$ cat src/rtl/ans_defs.svh
// Offsets, field positions, reset values and decode constants of the resolution status view
`ifndef ANS_DEFS_SVH
`define ANS_DEFS_SVH

`define ANS_DEVICE_ADDR 5'h07
`define ANS_REG_ADDR 16'hFFFD

`define ANS_BIT_SELECT 15
`define ANS_BIT_GIG_SUPPRESS 14
`define ANS_BIT_TX_SUPPRESS 13
`define ANS_BIT_DOWNGRADE 12
`define ANS_LSB_RESOLVED 8
`define ANS_LSB_NO_LINK 2
`define ANS_LSB_RSV_HI 6
`define ANS_LSB_RSV_LO 0

`define ANS_RST_SELECT 1'h0
`define ANS_RST_SUPPRESS 1'h0
`define ANS_RST_LATCHED 4'h0
`define ANS_RST_RSV 2'h0
`define ANS_RST_DATA 16'h0000

`endif

$ cat src/rtl/ans_pkg.sv
// Types shared by the resolution status view
`default_nettype none
package ans_pkg;

    // Mode vectors: [3] gigabit full, [2] gigabit half, [1] 100TX full, [0] 100TX half
    typedef logic [3:0] ans_mode_t;

    typedef struct packed {
        logic downgrade;
        ans_mode_t resolved;
        ans_mode_t noLink;
    } ans_evt_s;

    typedef struct packed {
        logic gigFdx;
        logic gigHdx;
        logic txFdx;
        logic txHdx;
    } ans_adv_s;

    typedef enum logic {
        ANS_VIEW_SEED,
        ANS_VIEW_STATUS
    } ans_view_e;

endpackage

`default_nettype wire

$ cat src/rtl/ans_status.sv
// Negotiation resolution status view with shared-address select and latched-high flags
//
// Operation
// - Select bit clear shows seed register; set shows resolution status register.
// - Gigabit suppression flag one: advertise no gigabit half or full duplex.
// - Gigabit suppression flag zero: advertise gigabit per gigabit control contents.
// - 100TX suppression flag one: advertise no 100TX half or full duplex.
// - 100TX suppression flag zero: advertise 100TX per advertisement register.
// - Speed downgrade sets a latched flag, held until the next read.
// - Gigabit full duplex resolution latches a flag until next read.
// - Gigabit half duplex resolution latches a flag until next read.
// - 100TX full duplex resolution latches a flag until next read.
// - 100TX half duplex resolution latches a flag until next read.
// - Gigabit full resolved without link latches a separate flag until read.
// - Gigabit half resolved without link latches a separate flag until read.
// - 100TX full resolved without link latches a separate flag until read.
// - 100TX half resolved without link latches a separate flag until read.
// - Negotiation disabled or restarted clears all flags in bits 12 to 0.
`timescale 1ns/1ns
`default_nettype none
`include "ans_defs.svh"

module ans_status (
    input wire logic clk_sys,
    input wire logic reset,
    input wire logic mgmtWrEn,
    input wire logic mgmtRdEn,
    input wire logic [4:0] mgmtDevAddr,
    input wire logic [15:0] mgmtRegAddr,
    input wire logic [15:0] mgmtWrData,
    output logic [15:0] mgmtRdData_ff,
    output logic mgmtRdValid_ff,
    output logic viewStatus_ff,
    input wire logic [14:0] seedViewData,
    output logic seedWrEn_ff,
    output logic [14:0] seedWrData_ff,
    input wire logic gigSuppress,
    input wire logic txSuppress,
    input wire ans_pkg::ans_evt_s negEvt,
    input wire logic anEnable,
    input wire logic anRestart,
    input wire logic [1:0] gigAbility,
    input wire logic [1:0] txAbility,
    output ans_pkg::ans_adv_s advOut_ff
);

    // Set beats clear so an event landing on the clearing read is kept
    function automatic logic latchNext(
        input logic cur,
        input logic setEvt,
        input logic clrEvt
    );
        latchNext = setEvt | (cur & ~clrEvt);
    endfunction

    function automatic logic addrHit(
        input logic [4:0] devAddr,
        input logic [15:0] regAddr
    );
        addrHit = (devAddr == `ANS_DEVICE_ADDR) && (regAddr == `ANS_REG_ADDR);
    endfunction

    // Access decode
    logic hit;
    logic rdHit;
    logic wrHit;
    ans_pkg::ans_view_e curView;
    ans_pkg::ans_view_e wrView;

    always_comb begin
        hit = addrHit(mgmtDevAddr, mgmtRegAddr);
        rdHit = hit & mgmtRdEn;
        wrHit = hit & mgmtWrEn;
        curView = viewStatus_ff ? ans_pkg::ANS_VIEW_STATUS : ans_pkg::ANS_VIEW_SEED;
        // A write is aimed by the select bit it carries
        wrView = mgmtWrData[`ANS_BIT_SELECT] ? ans_pkg::ANS_VIEW_STATUS : ans_pkg::ANS_VIEW_SEED;
    end

    // Configuration group: select bit, reserved bits, seed write hand-off
    logic [1:0] rsvHi_ff;
    logic [1:0] rsvLo_ff;
    logic nxt_viewStatus;
    logic [1:0] nxt_rsvHi;
    logic [1:0] nxt_rsvLo;
    logic nxt_seedWrEn;
    logic [14:0] nxt_seedWrData;

    always_comb begin
        nxt_viewStatus = viewStatus_ff;
        nxt_rsvHi = rsvHi_ff;
        nxt_rsvLo = rsvLo_ff;
        nxt_seedWrEn = 1'b0;
        nxt_seedWrData = seedWrData_ff;
        if (wrHit) begin
            // The select bit is common to both views
            nxt_viewStatus = mgmtWrData[`ANS_BIT_SELECT];
            unique case (wrView)
                ans_pkg::ANS_VIEW_STATUS: begin
                    // Only the select and reserved bits take a write here; flags are read-only
                    nxt_rsvHi = mgmtWrData[`ANS_LSB_RSV_HI +: 2];
                    nxt_rsvLo = mgmtWrData[`ANS_LSB_RSV_LO +: 2];
                end
                ans_pkg::ANS_VIEW_SEED: begin
                    nxt_seedWrEn = 1'b1;
                    nxt_seedWrData = mgmtWrData[14:0];
                end
            endcase
        end
    end

    always_ff @(posedge clk_sys or posedge reset) begin
        if (reset) begin
            viewStatus_ff <= `ANS_RST_SELECT;
            rsvHi_ff <= `ANS_RST_RSV;
            rsvLo_ff <= `ANS_RST_RSV;
            seedWrEn_ff <= 1'b0;
            seedWrData_ff <= 15'h0000;
        end else begin
            viewStatus_ff <= nxt_viewStatus;
            rsvHi_ff <= nxt_rsvHi;
            rsvLo_ff <= nxt_rsvLo;
            seedWrEn_ff <= nxt_seedWrEn;
            seedWrData_ff <= nxt_seedWrData;
        end
    end

    // Suppression group: read-only mirrors of the downgrade machine
    logic gigSup_ff;
    logic txSup_ff;
    logic nxt_gigSup;
    logic nxt_txSup;

    always_comb begin
        nxt_gigSup = gigSuppress;
        nxt_txSup = txSuppress;
    end

    always_ff @(posedge clk_sys or posedge reset) begin
        if (reset) begin
            gigSup_ff <= `ANS_RST_SUPPRESS;
            txSup_ff <= `ANS_RST_SUPPRESS;
        end else begin
            gigSup_ff <= nxt_gigSup;
            txSup_ff <= nxt_txSup;
        end
    end

    // Advertisement group, taken from the same inputs as the mirrors so both move together
    ans_pkg::ans_adv_s nxt_adv;

    always_comb begin
        nxt_adv.gigFdx = gigAbility[1] & ~gigSuppress;
        nxt_adv.gigHdx = gigAbility[0] & ~gigSuppress;
        nxt_adv.txFdx = txAbility[1] & ~txSuppress;
        nxt_adv.txHdx = txAbility[0] & ~txSuppress;
    end

    always_ff @(posedge clk_sys or posedge reset) begin
        if (reset) begin
            advOut_ff <= '0;
        end else begin
            advOut_ff <= nxt_adv;
        end
    end

    // Latched-high group
    logic downgrade_ff;
    ans_pkg::ans_mode_t resolved_ff;
    ans_pkg::ans_mode_t noLink_ff;
    logic nxt_downgrade;
    ans_pkg::ans_mode_t nxt_resolved;
    ans_pkg::ans_mode_t nxt_noLink;
    logic clrRead;
    logic clrNeg;

    always_comb begin
        // Only a read of the status view consumes the flags
        clrRead = rdHit && (curView == ans_pkg::ANS_VIEW_STATUS);
        // Held clear while negotiation is off, so nothing latches until it is back on
        clrNeg = ~anEnable | anRestart;
        nxt_downgrade = latchNext(downgrade_ff, negEvt.downgrade, clrRead);
        for (int i = 0; i < 4; i++) begin
            nxt_resolved[i] = latchNext(resolved_ff[i], negEvt.resolved[i], clrRead);
            nxt_noLink[i] = latchNext(noLink_ff[i], negEvt.noLink[i], clrRead);
        end
        if (clrNeg) begin
            nxt_downgrade = 1'b0;
            nxt_resolved = `ANS_RST_LATCHED;
            nxt_noLink = `ANS_RST_LATCHED;
        end
    end

    always_ff @(posedge clk_sys or posedge reset) begin
        if (reset) begin
            downgrade_ff <= 1'b0;
            resolved_ff <= `ANS_RST_LATCHED;
            noLink_ff <= `ANS_RST_LATCHED;
        end else begin
            downgrade_ff <= nxt_downgrade;
            resolved_ff <= nxt_resolved;
            noLink_ff <= nxt_noLink;
        end
    end

    // Read-back group: values are those before any clear caused by this same read
    logic [15:0] statusWord;
    logic [15:0] nxt_rdData;
    logic nxt_rdValid;

    always_comb begin
        statusWord = `ANS_RST_DATA;
        statusWord[`ANS_BIT_SELECT] = viewStatus_ff;
        statusWord[`ANS_BIT_GIG_SUPPRESS] = gigSup_ff;
        statusWord[`ANS_BIT_TX_SUPPRESS] = txSup_ff;
        statusWord[`ANS_BIT_DOWNGRADE] = downgrade_ff;
        statusWord[`ANS_LSB_RESOLVED +: 4] = resolved_ff;
        statusWord[`ANS_LSB_RSV_HI +: 2] = rsvHi_ff;
        statusWord[`ANS_LSB_NO_LINK +: 4] = noLink_ff;
        statusWord[`ANS_LSB_RSV_LO +: 2] = rsvLo_ff;
        nxt_rdValid = mgmtRdEn;
        // Unmatched addresses answer zero so a stray read never sees stale data
        nxt_rdData = `ANS_RST_DATA;
        if (rdHit) begin
            unique case (curView)
                ans_pkg::ANS_VIEW_STATUS: nxt_rdData = statusWord;
                ans_pkg::ANS_VIEW_SEED: nxt_rdData = {viewStatus_ff, seedViewData};
            endcase
        end
    end

    always_ff @(posedge clk_sys or posedge reset) begin
        if (reset) begin
            mgmtRdData_ff <= `ANS_RST_DATA;
            mgmtRdValid_ff <= 1'b0;
        end else begin
            mgmtRdData_ff <= nxt_rdData;
            mgmtRdValid_ff <= nxt_rdValid;
        end
    end

endmodule

`default_nettype wire

$ cat config.mk
export PLATFORM = sky130hd
export DESIGN_NAME = ans_status
export DESIGN_NICKNAME = d
export VERILOG_FILES = /design/src/rtl/ans_pkg.sv /design/src/rtl/ans_status.sv
export VERILOG_INCLUDE_DIRS = /design/src /design/src/rtl
export SDC_FILE = /design/constraint.sdc
export NUM_CORES = 1
export LEC_CHECK = 0
export BUFFER_PORTS_ARGS = -buffer_cell sky130_fd_sc_hd__buf_2
export CAP_MARGIN = 25
export CORE_MARGIN = 3
export CORE_UTILIZATION = 30
export CTS_CLUSTER_DIAMETER = 150
export DETAILED_ROUTE_END_ITERATION = 7
export PLACE_DENSITY = 0.53
export SETUP_SLACK_MARGIN = 0.3
export SKIP_LAST_GASP = 1
export SYNTH_ARGS = -nofsm -noshare
export SYNTH_HDL_FRONTEND = slang
export SYNTH_SLANG_ARGS = --single-unit
$ cat constraint.sdc
create_clock -name clk_sys -period 2.38 [get_ports clk_sys]
set_clock_uncertainty 0.05 [all_clocks]
set_input_delay 0.476 -clock clk_sys [delete_from_list [all_inputs] [get_ports clk_sys]]
set_output_delay 0.476 -clock clk_sys [all_outputs]
set_load 0.1 [all_outputs]
==> run_results.csv, run 1 <==
group,metric,value,unit
grt,track_usage,0.119,
power,p_comb_frac,0.087,
clock_network,clockBufferDepth,2,
timing,min_period_over_period,0.765,
timing,fmax,549,MHz
timing,worst_pin_slew,0.502,ns
power,p_sw,387,µW
synth,synth_area,2080,µm²
status,outcome,"finished clean",
placement,pre_cts_slack,0.222,ns
layout,n_fill_cell,654,
clock_network,cts_setup_buffers,0,
grt,grt_pass1_vias,1552,
layout,final_common_cell,"buf_2",
synth,synthCells,164,
power,p_leak,0.00157,µW
detailed_routing,num_vias,1594,
worst_setup_path,cp_max_fo,5,
timing,period_minus_slack,1.82,ns
grt,grt_max_degree,34,
floorplan,fp.dieH,89.3,µm
synth,synth.avg_cell_area,12.7,µm²
layout,final_cell_mix,"110 x buf_2, 52 x dfrtp_1, 19 x mux2_2, 17 x nor2_1, 15 x mux2i_1",
synth,ys_types,24,
detailed_routing,routed_wirelength,4750,µm
placement,globalplace.congestion,0.723,
synth,synth_top_cell_by_area,"dfrtp_1",
power,powerDensity,597,nW/µm²
timing,relSlewSlack,0.668,
floorplan,initial_core_util,0.319,
floorplan,core_area,6530,µm²
clock_network,holdBufCountCts,0,
clock_network,cts.sinks,53,
floorplan,boundaryPins,111,
layout,seq_area,1330,µm²
clock_network,clk_pin_slew_worst_paths,0.10,ns
clock_network,ctsResizeCount,0,
clock_network,cts_buffers,5,
flow_run,max_cap_violations,0,
timing,rsz0062_at_grt,"no",
floorplan,die_area,7980,µm²
layout,fin_nets,350,
grt,grt_first_pass_wirelength,7210,µm
clock_network,htreeDepth,2,
layout,multi_input_area,684,µm²
clock_network,cts_tree,"yes",
detailed_routing,ant_nets,0,
synth,ys_ff_latch,53,
layout,antenna_cells,0,
placement,portBuffers,110,
floorplan,rows,29,
clock_network,cts-root-buf,"clkbuf_8",
worst_setup_path,arrival,1.97,ns
placement,dpl.hpwl,3600,µm
synth,yosysWarnings,0,
detailed_routing,drc,0,
worst_setup_path,end_kind,"flop",
timing,finalMaxSlewViolations,0,
timing,setup_tns,0,ns
clock_network,clock_latency,0.30,ns
power,seq_power_share,0.538,
detailed_routing,post_drt_via_cell_ratio,4.49,
synth,ys_seq_area_frac,0.637,
synth,syn_nets,237,
worst_setup_path,critPathKind,"in -> reg",
grt,grt-ovfl-total,0,
worst_setup_path,cp.required,2.53,ns
power,clockPowerShare,0.375,
detailed_routing,first_pass_iters,4,
synth,synth.area.top_cells,"dfrtp_1 64%, mux2_2 10%, mux2i_1 7.2%",
layout,layout-drive-gt1-share,0.522,
power,p_int,1320,µW
detailed_routing,drt_iter0_drc,24,
layout,area_growth,36.9,%
power,max-vdd-ir-drop,0.264,mV
worst_setup_path,startpoint_type,"input pin",
timing,setup_viol,0,
power,p_sw_frac,0.227,
synth,synth_top_area_frac,0.637,
timing,timing.final.ws_setup,0.558,ns
detailed_routing,post_drt_wl_per_cell,13.4,µm
grt,grt_antenna_before_repair,0,
timing,hold_viol,0,
worst_hold_path,hold_path.class,"in -> async",
floorplan,die_w,89.3,µm
## flip-flops by register name, summed over array words and instances, names as in the netlist, 2 cells and up
signal         count
noLink_ff          4
mgmtRdData_ff     16
rsvLo_ff           2
advOut_ff          4
rsvHi_ff           2
seedWrData_ff     15
resolved_ff        4
## power groups by stage
stage / Clock, µW / Combinational, µW / Sequential (µW)
after floorplan: 0 / 40.8 / 967
after detailed placement: 0 / 151 / 935
after global placement: 0 / 151 / 935
final: 638 / 148 / 917
after global routing: 695 / 165 / 919
after CTS: 660 / 151 / 917
## path summary, 6_finish.rpt
path,from,end,slack [ns],cells past startpoint
hold / removal,reset,seedWrData_ff[8]$_DFFE_PP0P_,0.13,2
max in group asynchronous,reset,seedWrData_ff[9]$_DFFE_PP0P_,1.62,3
min in group clk_sys,txSuppress,txSup_ff$_DFF_PP0_,0.25,1
setup / recovery,mgmtDevAddr[3],rsvLo_ff[1]$_DFFE_PP0P_,0.56,5
hold reg to reg,txSup_ff$_DFF_PP0_,mgmtRdData_ff[13]$_DFF_PP0_,0.46,2
setup reg to reg,viewStatus_ff$_DFFE_PP0P_,noLink_ff[2]$_DFF_PP0_,0.79,4
## worst max-delay path, cell delays in order
cell and delay [ns]:
buf_2 0.10, or3b_1 0.42, nor4_4 0.27, nand4_1 0.34
mux2_2 0.37
## logic make-up (layout without fill, tap and decap cells)
group,Yosys count,in the layout,share of synthesized area
flip-flops,53,53,0.637
multiplexers,34,34,0.175
AND/OR/NAND/NOR,41,41,0.106
buffers and inverters,17,131,0.0348
AO/OA/AOI/OAI,19,19,0.0480
## synth_stat cells
master,instances
clkbuf_1,3
mux2_2,19
o21ai_1,1
buf_6,1
nor2_1,17
nand2b_1,3
or4_1,2
nor2b_1,4
nor4_1,1
mux2i_1,15
buf_2,1
nand2_2,1
or3b_1,1
nand3_1,2
nor4_4,1
dfrtp_1,53
a21oi_1,9
o21ai_0,8
a21bo_2,1
buf_1,2
inv_1,10
nand4_1,4
nor3_1,1
nand2_1,4
## area by class of cell
cell class,count,share of cell area
clock buffer,6,0.0290
clock inverter,2,0.0132
sequential,53,0.466
timing repair buffer,113,0.205
inverter,10,0.0132
multi-input combinational,94,0.240
tap,77,0.0338
## layer usage
| layer | track usage | vias up | routed length [µm] |
|---|---|---|---|
| met2 | 0.194 | 67 | 2350 |
| met4 | 0.0406 | 0 | 55 |
| met1 | 0.150 | 746 | 1940 |
| li1 | - | 777 | - |
| met3 | 0.0350 | 4 | 413 |
| met5 | 0 | - | 0 |
## per-stage QoR
stage | std cells | hold slack [ns] | util | instance area [µm²] | total power [µW]
after global placement | 347 | 0.427 | 0.418 | 2730 | 1090
final | 355 | 0.129 | 0.437 | 2850 | 1700
after global routing | 355 | 0.146 | 0.437 | 2850 | 1780
after detailed placement | 347 | 0.435 | 0.418 | 2730 | 1090
after floorplan | 164 | 0.415 | - | 2080 | 1010
after CTS | 355 | 0.138 | 0.437 | 2850 | 1730
(Power assumes the default switching activity.)
==> inputs of run 2 (changes only) <==
--- a/config.mk
+++ b/config.mk
@@ -6,6 +6,7 @@
 export SDC_FILE = /design/constraint.sdc
 export NUM_CORES = 1
 export LEC_CHECK = 0
+export ABC_AREA = 1
 export BUFFER_PORTS_ARGS = -buffer_cell sky130_fd_sc_hd__buf_2
 export CAP_MARGIN = 25
 export CORE_MARGIN = 3
==> constraint.sdc (replaced) <==
create_clock -name clk_sys -period 1.7 [get_ports clk_sys]
set_clock_uncertainty 0.05 [all_clocks]
set_input_delay 0.34 -clock clk_sys [delete_from_list [all_inputs] [get_ports clk_sys]]
set_output_delay 0.34 -clock clk_sys [all_outputs]
set_load 0.1 [all_outputs]
==> run 2 against run 1 <==
  * Via count rose by 21%
  * Critical path type is now reg -> out
  * Critical path depth fell by 4
  * Highest routed layer is now met5
  * Combinational power up 54%
  * Count of clock-buffer cells in the layout rose by 1
  * Non-clock buffer count grew 6
  * Core utilization increased by 1.2 points
  * Wire length grew 17%
  * Worst setup slack worse by 0.27 ns
  * Sequential power up 40%
  * Largest power group unchanged
  * Sequential cell count unchanged
==> run_results.csv, run 2 <==
group,metric,value,unit
status,outcome,"finished clean",
clock_network,clockBufferDepth,2,
detailed_routing,post_drt_wl_per_cell,12.2,µm
synth,synth_edf_count,0,
timing,relSlewSlack,0.723,
clock_network,holdBufCountCts,0,
synth,yosysWarnings,0,
placement,portBuffers,110,
grt,grt-ovfl-total,0,
timing,period_minus_slack,1.41,ns
synth,ys_ff_latch,53,
layout,antenna_cells,0,
timing,finalMaxSlewViolations,0,
grt,track_usage,0.138,
synth,synth_top_area_frac,0.620,
worst_setup_path,cp_max_fo,4,
flow_run,max_cap_violations,0,
worst_setup_path,arrival,1.02,ns
clock_network,clk_pin_slew_worst_paths,0.10,ns
floorplan,rows,30,
placement,globalplace.congestion,0.801,
floorplan,boundaryPins,111,
worst_hold_path,hold_path.class,"in -> async",
timing,fmax,711,MHz
timing,hold_viol,0,
floorplan,die_w,90.5,µm
clock_network,htreeDepth,2,
layout,area_growth,44.0,%
layout,final_cell_mix,"87 x nand2_1, 72 x buf_2, 52 x dfrtp_1, 37 x buf_4, 24 x a21oi_1",
grt,grt_pass1_vias,1889,
synth,ys_top_cells_by_count,"87 x nand2_1, 53 x dfrtp_1, 24 x a21oi_1, 24 x inv_1, 21 x nand3_1",
detailed_routing,drt_iter0_drc,90,
synth,ys_seq_area_frac,0.620,
floorplan,fp.dieH,90.5,µm
synth,synth.avg_cell_area,8.88,µm²
power,power.total,2250,µW
layout,top_register,"mgmtRdData_ff",
worst_setup_path,r2r-end,"mgmtRdData_ff[1]$_DFF_PP0_",
timing,rsz0062_at_grt,"yes",
timing,min_period_over_period,0.828,
clock_network,cts.sinks,53,
synth,synthCells,241,
layout,n_fill_cell,705,
synth,synth.most_common_cell,"nand2_1",
layout,largest_register_ffs,16,
worst_setup_path,cp.required,1.31,ns
worst_setup_path,critPathKind,"reg -> out",
layout,final_core_util,0.449,
detailed_routing,ant_nets,0,
worst_setup_path,path_buf_inv,1,
timing,setup_viol,0,
grt,grt_first_pass_wirelength,9150,µm
clock_network,clock_latency,0.31,ns
floorplan,core_area,6870,µm²
worst_setup_path,crit_chain,"buf_12",
detailed_routing,post_drt_via_cell_ratio,4.23,
clock_network,cts_tree,"yes",
synth,ys_types,16,
detailed_routing,drc,0,
worst_setup_path,critPathMaxStageDelay,0.53,ns
worst_setup_path,cpMaxStageDelayCell,"dfrtp_4",
layout,fin_nets,432,
worst_setup_path,end_kind,"output port",
timing,timing.final.ws_setup,0.293,ns
synth,syn_nets,314,
worst_setup_path,ff2ff_setup_slack,0.42,ns
synth,synth_top_cell_by_area,"dfrtp_1",
floorplan,initial_core_util,0.312,
timing,setup_tns,0,ns
placement,dpl.hpwl,4070,µm
power,powerDensity,730,nW/µm²
synth,synth.area.top_cells,"dfrtp_1 62%, nand2_1 15%, a21oi_1 5.6%",
detailed_routing,routed_wirelength,5570,µm
floorplan,die_area,8190,µm²
worst_setup_path,rr_worst_depth,5,
power,max-vdd-ir-drop,0.309,mV
power,p_leak,0.00176,µW
worst_setup_path,r2r-start,"viewStatus_ff$_DFFE_PP0P_",
worst_setup_path,startpoint_type,"flop",
grt,grt_antenna_before_repair,1,
synth,async_reset_ff_frac,1.00,
synth,synth_area,2140,µm²
clock_network,cts-root-buf,"clkbuf_8",
timing,worst_pin_slew,0.414,ns
synth,synth-main-ff-cell,"dfrtp_1",
detailed_routing,first_pass_iters,4,
placement,pre_cts_slack,0.109,ns
clock_network,cts_buffers,5,
layout,final_common_cell,"nand2_1",
worst_setup_path,cp_top_family,"flip-flops",
layout,largest_registers,"mgmtRdData_ff x16, seedWrData_ff x15",
layout,layout-drive-gt1-share,0.364,
grt,grt_max_degree,54,
detailed_routing,num_vias,1928,
==> run 2: cell types whose count changed after synthesis, moves of 8 or more <==
| cell | change |
|---|---|
| a21oi_1 | +15 |
| inv_1 | +14 |
| mux2_2 | -19 |
| mux2i_1 | -15 |
| nand2_1 | +83 |
| nand3_1 | +19 |
| o21ai_0 | -8 |
==> run 2: layout make-up <==
type | count | area [µm²] | share of cell area
Clock buffer | 7 | 86.3 | 0.0280
Timing Repair Buffer | 119 | 768 | 0.249
Multi-Input combinational cell | 155 | 673 | 0.218
Tap cell | 96 | 120 | 0.0390
Inverter | 25 | 97.6 | 0.0317
Sequential cell | 53 | 1330 | 0.431
Clock inverter | 1 | 7.51 | 0.00244
==> run 2: logic make-up (layout without fill, tap and decap cells) <==
group,after synthesis,in the layout,synth area share
and+or+nand+nor,130,130,0.255
buffers and inverters,33,152,0.0660
DFF,53,53,0.620
AOI/OAI and AO/OA,25,25,0.0596
==> run 2: timing repair <==
item	4_1_cts	5_1_grt
endpoints found under the setup margin	47	11
setup buffers	2	0
endpoints found under the hold margin	0	0
gates cloned	0	0
gates resized for setup	37	8
==> run 2: per-layer routing <==
layer	up-vias	track usage	wire length, µm
met4	2	0.0370	50
met2	57	0.229	2760
li1	988	-	-
met3	6	0.0442	343
met1	875	0.173	2400
met5	-	0	13
==> run 2: per-stage QoR <==
step,cell area [µm²],hold slack [ns],std cells
after floorplan,2160,0.321,241
after global placement,2850,0.386,446
after detailed placement,2850,0.387,446
after CTS,3050,0.0466,456
after global routing,3080,0.0525,456
final,3080,0.0352,456
==> run 2: worst max path at each step <==
stage / from / end / slack, ns / depth (start not counted)
final: viewStatus_ff$_DFFE_PP0P_ / viewStatus_ff / 0.29 / 1
after global routing: viewStatus_ff$_DFFE_PP0P_ / viewStatus_ff / 0.25 / 1
after CTS: viewStatus_ff$_DFFE_PP0P_ / viewStatus_ff / 0.27 / 1
after detailed placement: mgmtRegAddr[15] / seedWrData_ff[3]$_DFFE_PP0P_ / 0.11 / 8
after global placement: mgmtRegAddr[15] / viewStatus_ff$_DFFE_PP0P_ / 0.13 / 7
after floorplan: viewStatus_ff$_DFFE_PP0P_ / mgmtRdData_ff[1]$_DFF_PP0_ / 0.31 / 5
==> run 2: power breakdown <==
part	internal, µW	switching (µW)
sequential	1280	7.22
clock	332	407
combinational	90.8	137
